--- src/hw/pcs_pkg.sv ---
// package of constants and types for the phase-change memory host sequencer
package pcs_pkg;
    localparam int ADDR_W = 23;
    localparam int DQ_W   = 16;
    localparam int BLK_SHIFT = 16;           // words per main block, as log2

    // device command codes
    localparam logic [7:0] CMD_READ_ARRAY = 8'hFF;
    localparam logic [7:0] CMD_PROGRAM    = 8'h40;
    localparam logic [7:0] CMD_ERASE      = 8'h20;
    localparam logic [7:0] CMD_CONFIRM    = 8'hD0;
    localparam logic [7:0] CMD_READ_STAT  = 8'h70;
    localparam logic [7:0] CMD_SUSPEND    = 8'hB0;
    localparam logic [7:0] CMD_LOCK_SETUP = 8'h60;
    localparam logic [7:0] CMD_LOCK       = 8'h01;
    localparam logic [7:0] CMD_LOCKDOWN   = 8'h2F;
    localparam logic [7:0] CMD_READ_ID    = 8'h90;
    localparam logic [7:0] CMD_OTP_SETUP  = 8'hC0;
    localparam logic [7:0] CMD_CLR_STAT   = 8'h50;

    // status bit positions
    localparam int SB_READY  = 7;
    localparam int SB_ESUSP  = 6;
    localparam int SB_PGMERR = 4;
    localparam int SB_VPPERR = 3;
    localparam int SB_LOCKED = 1;
    localparam logic [ADDR_W-1:0] LOCK_STAT_OFS = 23'h000002;

    // bus cycle timing, ns at a 100 ns clock
    localparam int CLK_NS    = 100;
    localparam int T_WP_NS   = 100;
    localparam int T_ACC_NS  = 150;
    localparam int T_GAP_NS  = 100;
    localparam logic [7:0] WP_CYC  = 8'((T_WP_NS + CLK_NS - 1) / CLK_NS);
    localparam logic [7:0] ACC_CYC = 8'((T_ACC_NS + CLK_NS - 1) / CLK_NS + 2);
    localparam logic [7:0] GAP_CYC = 8'((T_GAP_NS + CLK_NS - 1) / CLK_NS);

    // avalon register indices (word addresses)
    localparam logic [2:0] REG_CTRL   = 3'h0;
    localparam logic [2:0] REG_ADDR   = 3'h1;
    localparam logic [2:0] REG_WDATA  = 3'h2;
    localparam logic [2:0] REG_STATUS = 3'h3;
    localparam logic [2:0] REG_RDATA  = 3'h4;
    localparam int CTRL_CONF_LSB = 4;
    localparam int CTRL_AUTOCLR  = 8;

    typedef enum logic [3:0] {
        OP_READ_ARRAY = 4'h0, OP_PROGRAM = 4'h1, OP_ERASE  = 4'h2,
        OP_SUSPEND    = 4'h3, OP_RESUME  = 4'h4, OP_LOCK   = 4'h5,
        OP_OTP        = 4'h6, OP_CLR     = 4'h7, OP_STATUS = 4'h8,
        OP_READ       = 4'h9
    } pcs_op_type;

    typedef enum logic [2:0] {
        K_WR = 3'h0, K_WRD = 3'h1, K_RD = 3'h2, K_POLL = 3'h3, K_END = 3'h4
    } pcs_kind_type;

    typedef struct packed {
        pcs_kind_type kind;
        logic [7:0]   data;
        logic         plus2;
    } pcs_step_type;

    typedef struct packed {
        logic              ce_n;
        logic              oe_n;
        logic              we_n;
        logic [ADDR_W-1:0] addr;
        logic [DQ_W-1:0]   dq_out;
        logic              dq_oe;
    } pcs_pins_type;

    typedef enum logic [5:0] {
        S_IDLE  = 6'b000001, S_FETCH = 6'b000010, S_WR   = 6'b000100,
        S_RD    = 6'b001000, S_GAP   = 6'b010000, S_DONE = 6'b100000
    } pcs_state_type;
endpackage : pcs_pkg

--- src/hw/pcs_host.sv ---
// host sequencer driving the memory's async bus, with an avalon-mm port
`timescale 1ns/10ps
module pcs_host #(
    parameter logic [pcs_pkg::ADDR_W-1:0] OTP_BASE = 23'h000080,
    parameter logic [pcs_pkg::ADDR_W-1:0] OTP_LAST = 23'h000109
) (
    input  wire logic                        sys_clk,
    input  wire logic                        rst_n,
    input  wire logic [2:0]                  avs_address,
    input  wire logic                        avs_read,
    input  wire logic                        avs_write,
    input  wire logic [31:0]                 avs_writedata,
    output logic [31:0]                      avs_readdata,
    output logic                             avs_waitrequest,
    output pcs_pkg::pcs_pins_type            pin_o,
    input  wire logic [pcs_pkg::DQ_W-1:0]    dq_in
);
    import pcs_pkg::*;

    pcs_state_type     state_r;
    pcs_op_type        op_r;
    logic [1:0]        conf_r;
    logic              autoclr_r;
    logic [ADDR_W-1:0] addr_r;
    logic [DQ_W-1:0]   wdata_r;
    logic [2:0]        step_r;
    logic [7:0]        cnt_r;
    logic              adv_r;
    logic              clr_pend_r;
    logic              busy_r;
    logic              refused_r;
    logic              susp_r;
    logic [ADDR_W-BLK_SHIFT-1:0] susp_blk_r;
    logic [7:0]        stat_r;
    logic [DQ_W-1:0]   rdata_r;
    logic              lock_ok_r;
    logic [DQ_W-1:0]   dq_s1_r;
    logic [DQ_W-1:0]   dq_s2_r;
    logic [7:0]        last_wr_r;
    logic [7:0]        prev_wr_r;
    logic              wait_r;
    logic [31:0]       rdat_r;
    pcs_pins_type      pins_r;
    pcs_step_type      cur;
    logic              start;
    logic              refuse;
    logic [7:0]        conf_code;
    pcs_op_type        new_op;
    logic [ADDR_W-1:0] cyc_addr;

    assign pin_o           = pins_r;
    assign avs_waitrequest = wait_r;
    assign avs_readdata    = rdat_r;

    // confirm code of a locking change
    always_comb begin
        case (conf_r)
            2'h1:    conf_code = CMD_CONFIRM;
            2'h2:    conf_code = CMD_LOCKDOWN;
            default: conf_code = CMD_LOCK;
        endcase
    end

    // step table: the bus cycles each operation issues, in order
    always_comb begin
        cur = '{kind: K_END, data: 8'h00, plus2: 1'b0};
        case (op_r)
            OP_READ_ARRAY: begin
                case (step_r)
                    3'h0: cur = '{K_WR, CMD_READ_ARRAY, 1'b0};
                    3'h1: cur = '{K_RD, 8'h00, 1'b0};
                    default: ;
                endcase
            end
            OP_PROGRAM: begin
                case (step_r)
                    3'h0: cur = '{K_WR, CMD_PROGRAM, 1'b0};
                    3'h1: cur = '{K_WRD, 8'h00, 1'b0};
                    3'h2: cur = '{K_POLL, 8'h00, 1'b0};
                    3'h3: cur = '{K_WR, CMD_READ_ARRAY, 1'b0};
                    default: ;
                endcase
            end
            OP_ERASE: begin
                case (step_r)
                    3'h0: cur = '{K_WR, CMD_ERASE, 1'b0};
                    3'h1: cur = '{K_WR, CMD_CONFIRM, 1'b0};
                    default: ;
                endcase
            end
            OP_SUSPEND: begin
                case (step_r)
                    3'h0: cur = '{K_WR, CMD_READ_STAT, 1'b0};
                    3'h1: cur = '{K_WR, CMD_SUSPEND, 1'b0};
                    3'h2: cur = '{K_POLL, 8'h00, 1'b0};
                    default: ;
                endcase
            end
            OP_RESUME: begin
                if (step_r == 3'h0) begin
                    cur = '{K_WR, CMD_CONFIRM, 1'b0};
                end
            end
            OP_LOCK: begin
                case (step_r)
                    3'h0: cur = '{K_WR, CMD_LOCK_SETUP, 1'b0};
                    3'h1: cur = '{K_WR, conf_code, 1'b0};
                    3'h2: cur = '{K_WR, CMD_READ_ID, 1'b1};
                    3'h3: cur = '{K_RD, 8'h00, 1'b1};
                    3'h4: cur = '{K_WR, CMD_READ_ARRAY, 1'b0};
                    default: ;
                endcase
            end
            OP_OTP: begin
                case (step_r)
                    3'h0: cur = '{K_WR, CMD_OTP_SETUP, 1'b0};
                    3'h1: cur = '{K_WRD, 8'h00, 1'b0};
                    3'h2: cur = '{K_POLL, 8'h00, 1'b0};
                    3'h3: cur = '{K_WR, CMD_READ_ARRAY, 1'b0};
                    default: ;
                endcase
            end
            OP_CLR: begin
                if (step_r == 3'h0) begin
                    cur = '{K_WR, CMD_CLR_STAT, 1'b0};
                end
            end
            OP_STATUS: begin
                case (step_r)
                    3'h0: cur = '{K_WR, CMD_READ_STAT, 1'b0};
                    3'h1: cur = '{K_POLL, 8'h00, 1'b0};
                    default: ;
                endcase
            end
            OP_READ: begin
                if (step_r == 3'h0) begin
                    cur = '{K_RD, 8'h00, 1'b0};
                end
            end
            default: ;
        endcase
    end

    // start decode; while suspended only safe commands go out
    assign new_op = pcs_op_type'(avs_writedata[3:0]);
    assign start  = avs_write && !wait_r && (avs_address == REG_CTRL)
                    && !busy_r;
    always_comb begin
        refuse = 1'b0;
        if (avs_writedata[3:0] > 4'h9) begin
            refuse = 1'b1;
        end else if (susp_r) begin
            case (new_op)
                OP_PROGRAM: refuse = (addr_r[ADDR_W-1:BLK_SHIFT]
                                      == susp_blk_r);
                OP_ERASE, OP_LOCK, OP_OTP, OP_SUSPEND: refuse = 1'b1;
                default: refuse = 1'b0;
            endcase
        end
        if (new_op == OP_OTP && (addr_r < OTP_BASE || addr_r > OTP_LAST)) begin
            refuse = 1'b1;  // keep out-of-range protection writes off the bus
        end
    end

    assign cyc_addr = cur.plus2 ? addr_r + LOCK_STAT_OFS : addr_r;

    // read data arrive from pins: two flops before anything looks at them
    always_ff @(posedge sys_clk) begin
        if (!rst_n) begin
            dq_s1_r <= '0;
            dq_s2_r <= '0;
        end else begin
            dq_s1_r <= dq_in;
            dq_s2_r <= dq_s1_r;
        end
    end

    // bus sequencer and pin drive
    always_ff @(posedge sys_clk) begin
        if (!rst_n) begin
            state_r    <= S_IDLE;
            pins_r     <= '{ce_n: 1'b1, oe_n: 1'b1, we_n: 1'b1,
                            addr: '0, dq_out: '0, dq_oe: 1'b0};
            step_r     <= 3'h0;
            cnt_r      <= 8'h00;
            adv_r      <= 1'b0;
            clr_pend_r <= 1'b0;
            busy_r     <= 1'b0;
            last_wr_r  <= 8'h00;
            prev_wr_r  <= 8'h00;
        end else begin
            case (state_r)
                S_IDLE: begin
                    if (start && !refuse) begin
                        busy_r  <= 1'b1;
                        step_r  <= 3'h0;
                        state_r <= S_FETCH;
                    end
                end
                S_FETCH: begin
                    pins_r.addr <= cyc_addr;
                    cnt_r       <= WP_CYC;
                    adv_r       <= !clr_pend_r;
                    if (clr_pend_r) begin
                        // clear error flags ahead of the closing FFh
                        pins_r.dq_out <= {8'h00, CMD_CLR_STAT};
                        last_wr_r     <= CMD_CLR_STAT;
                        prev_wr_r     <= last_wr_r;
                        clr_pend_r    <= 1'b0;
                        pins_r.ce_n   <= 1'b0;
                        pins_r.we_n   <= 1'b0;
                        pins_r.dq_oe  <= 1'b1;
                        state_r       <= S_WR;
                    end else if (cur.kind == K_WR || cur.kind == K_WRD) begin
                        pins_r.dq_out <= (cur.kind == K_WRD) ? wdata_r
                                         : {8'h00, cur.data};
                        last_wr_r     <= (cur.kind == K_WRD) ? wdata_r[7:0]
                                         : cur.data;
                        prev_wr_r     <= last_wr_r;
                        pins_r.ce_n   <= 1'b0;
                        pins_r.we_n   <= 1'b0;
                        pins_r.dq_oe  <= 1'b1;
                        state_r       <= S_WR;
                    end else if (cur.kind == K_RD || cur.kind == K_POLL) begin
                        pins_r.ce_n <= 1'b0;
                        pins_r.oe_n <= 1'b0;
                        cnt_r       <= ACC_CYC;
                        state_r     <= S_RD;
                    end else begin
                        state_r <= S_DONE;
                    end
                end
                S_WR: begin
                    cnt_r <= cnt_r - 8'h01;
                    if (cnt_r == 8'h01) begin
                        pins_r.ce_n <= 1'b1;  // data still held past we rise
                        pins_r.we_n <= 1'b1;
                        cnt_r       <= GAP_CYC;
                        state_r     <= S_GAP;
                    end
                end
                S_RD: begin
                    cnt_r <= cnt_r - 8'h01;
                    if (cnt_r == 8'h01) begin
                        // every status look is its own select cycle
                        pins_r.ce_n <= 1'b1;
                        pins_r.oe_n <= 1'b1;
                        cnt_r       <= GAP_CYC;
                        state_r     <= S_GAP;
                        if (cur.kind == K_POLL) begin
                            adv_r <= dq_s2_r[SB_READY];
                            clr_pend_r <= dq_s2_r[SB_READY] && autoclr_r
                                && (dq_s2_r[SB_LOCKED] || dq_s2_r[SB_VPPERR]
                                    || dq_s2_r[SB_PGMERR]);
                        end
                    end
                end
                S_GAP: begin
                    pins_r.dq_oe <= 1'b0;
                    cnt_r        <= cnt_r - 8'h01;
                    if (cnt_r == 8'h01) begin
                        if (adv_r) begin
                            step_r <= step_r + 3'h1;
                        end
                        state_r <= S_FETCH;
                    end
                end
                S_DONE: begin
                    busy_r  <= 1'b0;
                    state_r <= S_IDLE;
                end
                default: state_r <= S_IDLE;
            endcase
        end
    end

    // results: status byte, read word, lock check, suspend tracking
    always_ff @(posedge sys_clk) begin
        if (!rst_n) begin
            stat_r     <= 8'h80;
            rdata_r    <= '0;
            lock_ok_r  <= 1'b0;
            susp_r     <= 1'b0;
            susp_blk_r <= '0;
            refused_r  <= 1'b0;
        end else begin
            if (start) begin
                refused_r <= refuse;
            end
            if (state_r == S_RD && cnt_r == 8'h01) begin
                if (cur.kind == K_POLL) begin
                    stat_r <= dq_s2_r[7:0];
                end else begin
                    rdata_r <= dq_s2_r;
                end
                if (op_r == OP_LOCK && cur.kind == K_RD) begin
                    case (conf_r)
                        2'h1:    lock_ok_r <= !dq_s2_r[0];
                        2'h2:    lock_ok_r <= dq_s2_r[1];
                        default: lock_ok_r <= dq_s2_r[0];
                    endcase
                end
            end
            if (state_r == S_DONE && op_r == OP_SUSPEND) begin
                susp_r     <= stat_r[SB_ESUSP];
                susp_blk_r <= addr_r[ADDR_W-1:BLK_SHIFT];
            end
            if (state_r == S_DONE && op_r == OP_RESUME) begin
                susp_r <= 1'b0;
            end
        end
    end

    // avalon slave: one wait cycle, then the access completes
    always_ff @(posedge sys_clk) begin
        if (!rst_n) begin
            wait_r    <= 1'b1;
            rdat_r    <= 32'h00000000;
            op_r      <= OP_READ_ARRAY;
            conf_r    <= 2'h0;
            autoclr_r <= 1'b0;
            addr_r    <= '0;
            wdata_r   <= '0;
        end else begin
            wait_r <= !((avs_read || avs_write) && wait_r);
            if ((avs_read || avs_write) && wait_r) begin
                if (avs_address == REG_STATUS) begin
                    rdat_r <= {16'h0000, stat_r, stat_r[SB_LOCKED],
                               stat_r[SB_PGMERR], stat_r[SB_VPPERR],
                               1'b0, lock_ok_r, susp_r, refused_r, busy_r};
                end else if (avs_address == REG_RDATA) begin
                    rdat_r <= {16'h0000, rdata_r};
                end else if (avs_address == REG_ADDR) begin
                    rdat_r <= {9'h000, addr_r};
                end else if (avs_address == REG_WDATA) begin
                    rdat_r <= {16'h0000, wdata_r};
                end else begin
                    rdat_r <= 32'h00000000;
                end
            end
            if (avs_write && !wait_r && !busy_r) begin
                if (avs_address == REG_CTRL && !refuse) begin
                    op_r      <= new_op;
                    conf_r    <= avs_writedata[CTRL_CONF_LSB +: 2];
                    autoclr_r <= avs_writedata[CTRL_AUTOCLR];
                end else if (avs_address == REG_ADDR) begin
                    addr_r <= avs_writedata[ADDR_W-1:0];
                end else if (avs_address == REG_WDATA) begin
                    wdata_r <= avs_writedata[DQ_W-1:0];
                end
            end
        end
    end

    a_no_bus_fight: assert property (@(posedge sys_clk) disable iff (!rst_n)
        !pins_r.oe_n |-> !pins_r.dq_oe && pins_r.we_n)
        else $error("host drives dq during a read");
    a_status_toggle: assert property (@(posedge sys_clk) disable iff (!rst_n)
        (state_r == S_RD && cnt_r == 8'h01) |=> pins_r.oe_n && pins_r.ce_n)
        else $error("status read not ended by a select toggle");
    a_suspend_order: assert property (@(posedge sys_clk) disable iff (!rst_n)
        ($fell(pins_r.we_n) && op_r == OP_SUSPEND && last_wr_r == CMD_SUSPEND)
        |-> prev_wr_r == CMD_READ_STAT)
        else $error("suspend not preceded by read-status");
    a_lock_setup: assert property (@(posedge sys_clk) disable iff (!rst_n)
        ($fell(pins_r.we_n) && op_r == OP_LOCK && step_r == 3'h1)
        |-> prev_wr_r == CMD_LOCK_SETUP && last_wr_r == conf_code)
        else $error("lock confirm without setup");
    a_lock_read: assert property (@(posedge sys_clk) disable iff (!rst_n)
        ($fell(pins_r.oe_n) && op_r == OP_LOCK)
        |-> pins_r.addr == addr_r + LOCK_STAT_OFS && last_wr_r == CMD_READ_ID)
        else $error("lock status read at wrong address");
    a_otp_setup: assert property (@(posedge sys_clk) disable iff (!rst_n)
        ($fell(pins_r.we_n) && op_r == OP_OTP && step_r == 3'h1)
        |-> prev_wr_r == CMD_OTP_SETUP)
        else $error("protection data without setup");
    a_final_array: assert property (@(posedge sys_clk) disable iff (!rst_n)
        (state_r == S_DONE && (op_r == OP_LOCK || op_r == OP_OTP
                               || op_r == OP_PROGRAM))
        |-> last_wr_r == CMD_READ_ARRAY)
        else $error("sequence did not end with read-array");
    a_refuse_quiet: assert property (@(posedge sys_clk) disable iff (!rst_n)
        (start && refuse) |=> state_r == S_IDLE && !busy_r && refused_r
        ##1 pins_r.ce_n)
        else $error("refused command reached the bus");
    a_clear_first: assert property (@(posedge sys_clk) disable iff (!rst_n)
        (clr_pend_r && state_r == S_FETCH) |=> pins_r.dq_out[7:0]
        == CMD_CLR_STAT && !pins_r.we_n)
        else $error("pending clear-status not issued next");
endmodule : pcs_host

--- config.mk ---
export PLATFORM = sky130hd
export DESIGN_NAME = pcs_host
export DESIGN_NICKNAME = d
export VERILOG_FILES = /design/src/hw/pcs_pkg.sv /design/src/hw/pcs_host.sv
export SDC_FILE = /design/constraint.sdc
export NUM_CORES = 1
export LEC_CHECK = 0
export ABC_CLOCK_PERIOD_IN_PS = 7200
export BUFFER_PORTS_ARGS = -buffer_cell sky130_fd_sc_hd__buf_2
export CORE_MARGIN = 3
export CORE_UTILIZATION = 40
export CTS_BUF_LIST = sky130_fd_sc_hd__clkbuf_8
export DETAILED_ROUTE_END_ITERATION = 8
export SLEW_MARGIN = 20
export SYNTH_ARGS = -nofsm -noshare
export SYNTH_HDL_FRONTEND = slang
export SYNTH_SLANG_ARGS = --single-unit
--- constraint.sdc ---
create_clock -name sys_clk -period 7.2 [get_ports sys_clk]
set_input_delay 0.72 -clock sys_clk [delete_from_list [all_inputs] [get_ports sys_clk]]
set_output_delay 0.72 -clock sys_clk [all_outputs]
set_load 0.005 [all_outputs]
==> results.json <==
{
  "hold_buffers": 0,
  "synth_edf_count": 0,
  "maxCapViolCount": 0,
  "finalSetupTns_ns": 0,
  "hold_class": "in -> reg",
  "yosysWarnings": 0,
  "core_um2": 22000,
  "cp.arrival_ns": 3.65,
  "async_flop_share_pct": 0,
  "synth_common_cells": "dfxtp_1, nand2_1, nor2_1",
  "cts_setup_buffers": 0,
  "rr_worst_depth": 7,
  "utilization_pct": 46.0,
  "rrSetupSlack_ns": 3.96,
  "hold-worst-slack_ns": 0.433,
  "dr.first_iter.drc_count": 655,
  "p_leak_nw": 3.87,
  "dp_hpwl_um": 18000,
  "ys_seq_area_share_pct": 44.0,
  "first_global_vias": 7168,
  "setup_viol": 0,
  "ys_ff_latch": 199,
  "root_buffer": "clkbuf_8",
  "wl_per_cell_um": 17.6,
  "p_per_area_nw_per_um2": 198,
  "synth_ff_type": "dfxtp_1",
  "timing.rr.start": "op_r[2]",
  "path_class": "reg -> reg",
  "worst_pin_slew_ns": 1.09,
  "post_cts_resized": 0,
  "drtPass1Iterations": 5,
  "fp-row-count": 54,
  "die_area_um2": 24500,
  "vias_per_cell": 5.43,
  "yosysMostFrequentCell": "dfxtp_1",
  "clock.fmax_mhz": 309,
  "met3_length_um": 1460,
  "drt-met1-wl_um": 12300,
  "placed_cells": 1403,
  "final_cells": 1435,
  "rsz0062_at_grt": "no",
  "clock_latency_ns": 0.48,
  "required_ns": 7.61,
  "endpoint": "adv_r",
  "reg2reg_to": "adv_r",
  "slew_violations": 0,
  "htreeDepth": 4,
  "critPathLaunchType": "flip-flop",
  "grt_usage_pct": 20.6,
  "io_buffers": 112,
  "relSlewSlack_pct": 27.2,
  "syn_avg_cell_area_um2": 8.37,
  "worstSetupEndpointType": "flip-flop",
  "clockBufferDepth": 2,
  "synth_area_leaders": "dfxtp_1, nand2_1, nor2_1",
  "cts_made_buffers": 17,
  "syn_inst": 1081,
  "io_pins": 131,
  "worst-path-max-fanout": 19,
  "drive_above_1_share_pct": 14.7,
  "yosys.area.top_type": "dfxtp_1",
  "cts.sinks": 199,
  "synth_top_area_share_pct": 44.0,
  "grt_max_degree": 101,
  "diodes": 0,
  "status": "finished clean",
  "ir_drop_mv": 0.117,
  "cts_tree": "yes",
  "min_period_over_period_pct": 45.0,
  "path_clk_slew_ns": 0.12,
  "die_h_um": 156,
  "period_needed_ns": 3.24,
  "fillers": 2224,
  "drt-total-wl_um": 25300,
  "fin_nets": 1211,
  "syn_to_final_growth_pct": 11.9,
  "routabilityCongestion": 0.935,
  "start_util_pct": 41.1,
  "drc": 0,
  "route.met2.wl_um": 11300,
  "die_x_um": 156,
  "grt_overflow": 0,
  "vias": 7785,
  "grt_antenna_before_repair": 0,
  "top_layer": "met4",
  "grt_pass1_wl_um": 40100,
  "hold_viol": 0,
  "cp-startpoint": "op_r[2]",
  "synthesis.area_um2": 9050,
  "antenna_left": 0,
  "yosysUniqueCellTypes": 77,
  "fin_skew_ns": 0.0222
}
## placed cells by master, fill, tap and decap left out, types with 8 or more instances in the layout
master | netlist | final
nor4_1 | 9 | 9
nand2_1 | 150 | 150
buf_4 | 12 | 8
and2_1 | 34 | 34
nand3_1 | 30 | 30
buf_2 | 3 | 112
a22oi_1 | 23 | 23
conb_1 | 1 | 9
o21a_1 | 8 | 8
xnor2_1 | 25 | 25
o211ai_1 | 26 | 26
clkbuf_8 | 0 | 17
nand4_1 | 8 | 8
and3_1 | 11 | 11
xor2_1 | 11 | 11
o21ai_0 | 64 | 64
a21oi_1 | 76 | 76
dfxtp_1 | 199 | 199
nor3_1 | 14 | 14
a22o_1 | 8 | 8
mux2i_1 | 33 | 33
nor2_1 | 105 | 105
nand2b_1 | 8 | 8
inv_1 | 23 | 23
ha_1 | 14 | 14
nor2b_1 | 17 | 17
a211oi_1 | 15 | 15
## critical path, cell delays in order (launching register included)
cell and delay, ns:
dfxtp_1 0.71, nor4bb_1 0.53, buf_4 0.24, a32oi_1 0.09
nand3_1 0.34, nand3_1 0.64, a221o_1 0.50, a21oi_1 0.13
## layout make-up
class	instances	area, µm²	share of cell area (%)
inverters	24	91.3	0.902
clock inverters	15	213	2.10
clock buffers	17	234	2.31
repair buffers	120	621	6.13
multi-input cells	780	4640	45.8
well taps	280	350	3.46
flip-flops and latches	199	3980	39.3
## report_power, final
part / internal [mW] / switching [mW]
Clock: 0.305 / 0.467
Combinational: 0.0348 / 0.0679
Sequential: 1.12 / 0.0118
Total: 1.46 / 0.547
## per-layer routing
layer	vias up	track usage [%]
met5	-	0
met4	0	4.00
met3	22	3.79
met2	246	31.0
met1	3637	31.0
li1	3880	-
## state kept, by name, summed over array words and instances (netlist names), 2 cells and up
| name | cells |
|---|---|
| dq_s1_r | 16 |
| step_r | 3 |
| stat_r | 8 |
| rdata_r | 16 |
| addr_r | 23 |
| susp_blk_r | 7 |
| op_r | 4 |
| conf_r | 2 |
| pin_o | 43 |
| dq_s2_r | 16 |
| cnt_r | 8 |
| wdata_r | 16 |
| avs_readdata | 23 |
| state_r | 6 |
## worst min path at each step
stage | from | slack [ns] | to | cells after the start
2_1_floorplan | dq_s1_r[0] | 0.41 | dq_s2_r[0] | 1
3_3_place_gp | dq_s1_r[12] | 0.42 | dq_s2_r[12] | 1
3_5_place_dp | dq_s1_r[3] | 0.42 | dq_s2_r[3] | 1
4_1_cts | dq_in[7] | 0.41 | dq_s1_r[7] | 2
5_1_grt | dq_in[7] | 0.41 | dq_s1_r[7] | 2
6_report | dq_in[7] | 0.43 | dq_s1_r[7] | 2
## stage by stage
step	instance area [µm²]	setup slack, ns	total power [mW]
2_1_floorplan	9080	4.61	1.21
3_3_place_gp	9680	4.03	1.26
3_5_place_dp	9680	4.03	1.26
4_1_cts	10100	4.00	2.02
5_1_grt	10100	3.65	2.08
6_report	10100	3.96	2.00
## cell families (layout without fill, tap and decap cells)
logic type / after synthesis / count (layout) / share of synthesized area [%]
adder cells (fa/ha/maj): 14 / 14 / 1.94
AO/OA/AOI/OAI: 271 / 271 / 19.5
flip-flops: 199 / 199 / 44.0
multiplexers: 37 / 37 / 4.15
buffers and inverters: 110 / 176 / 5.18
XOR/XNOR: 36 / 36 / 3.48
other: 1 / 9 / 0.0414
AND/OR/NAND/NOR: 413 / 413 / 21.7
Power figures use the tool's default switching activity.
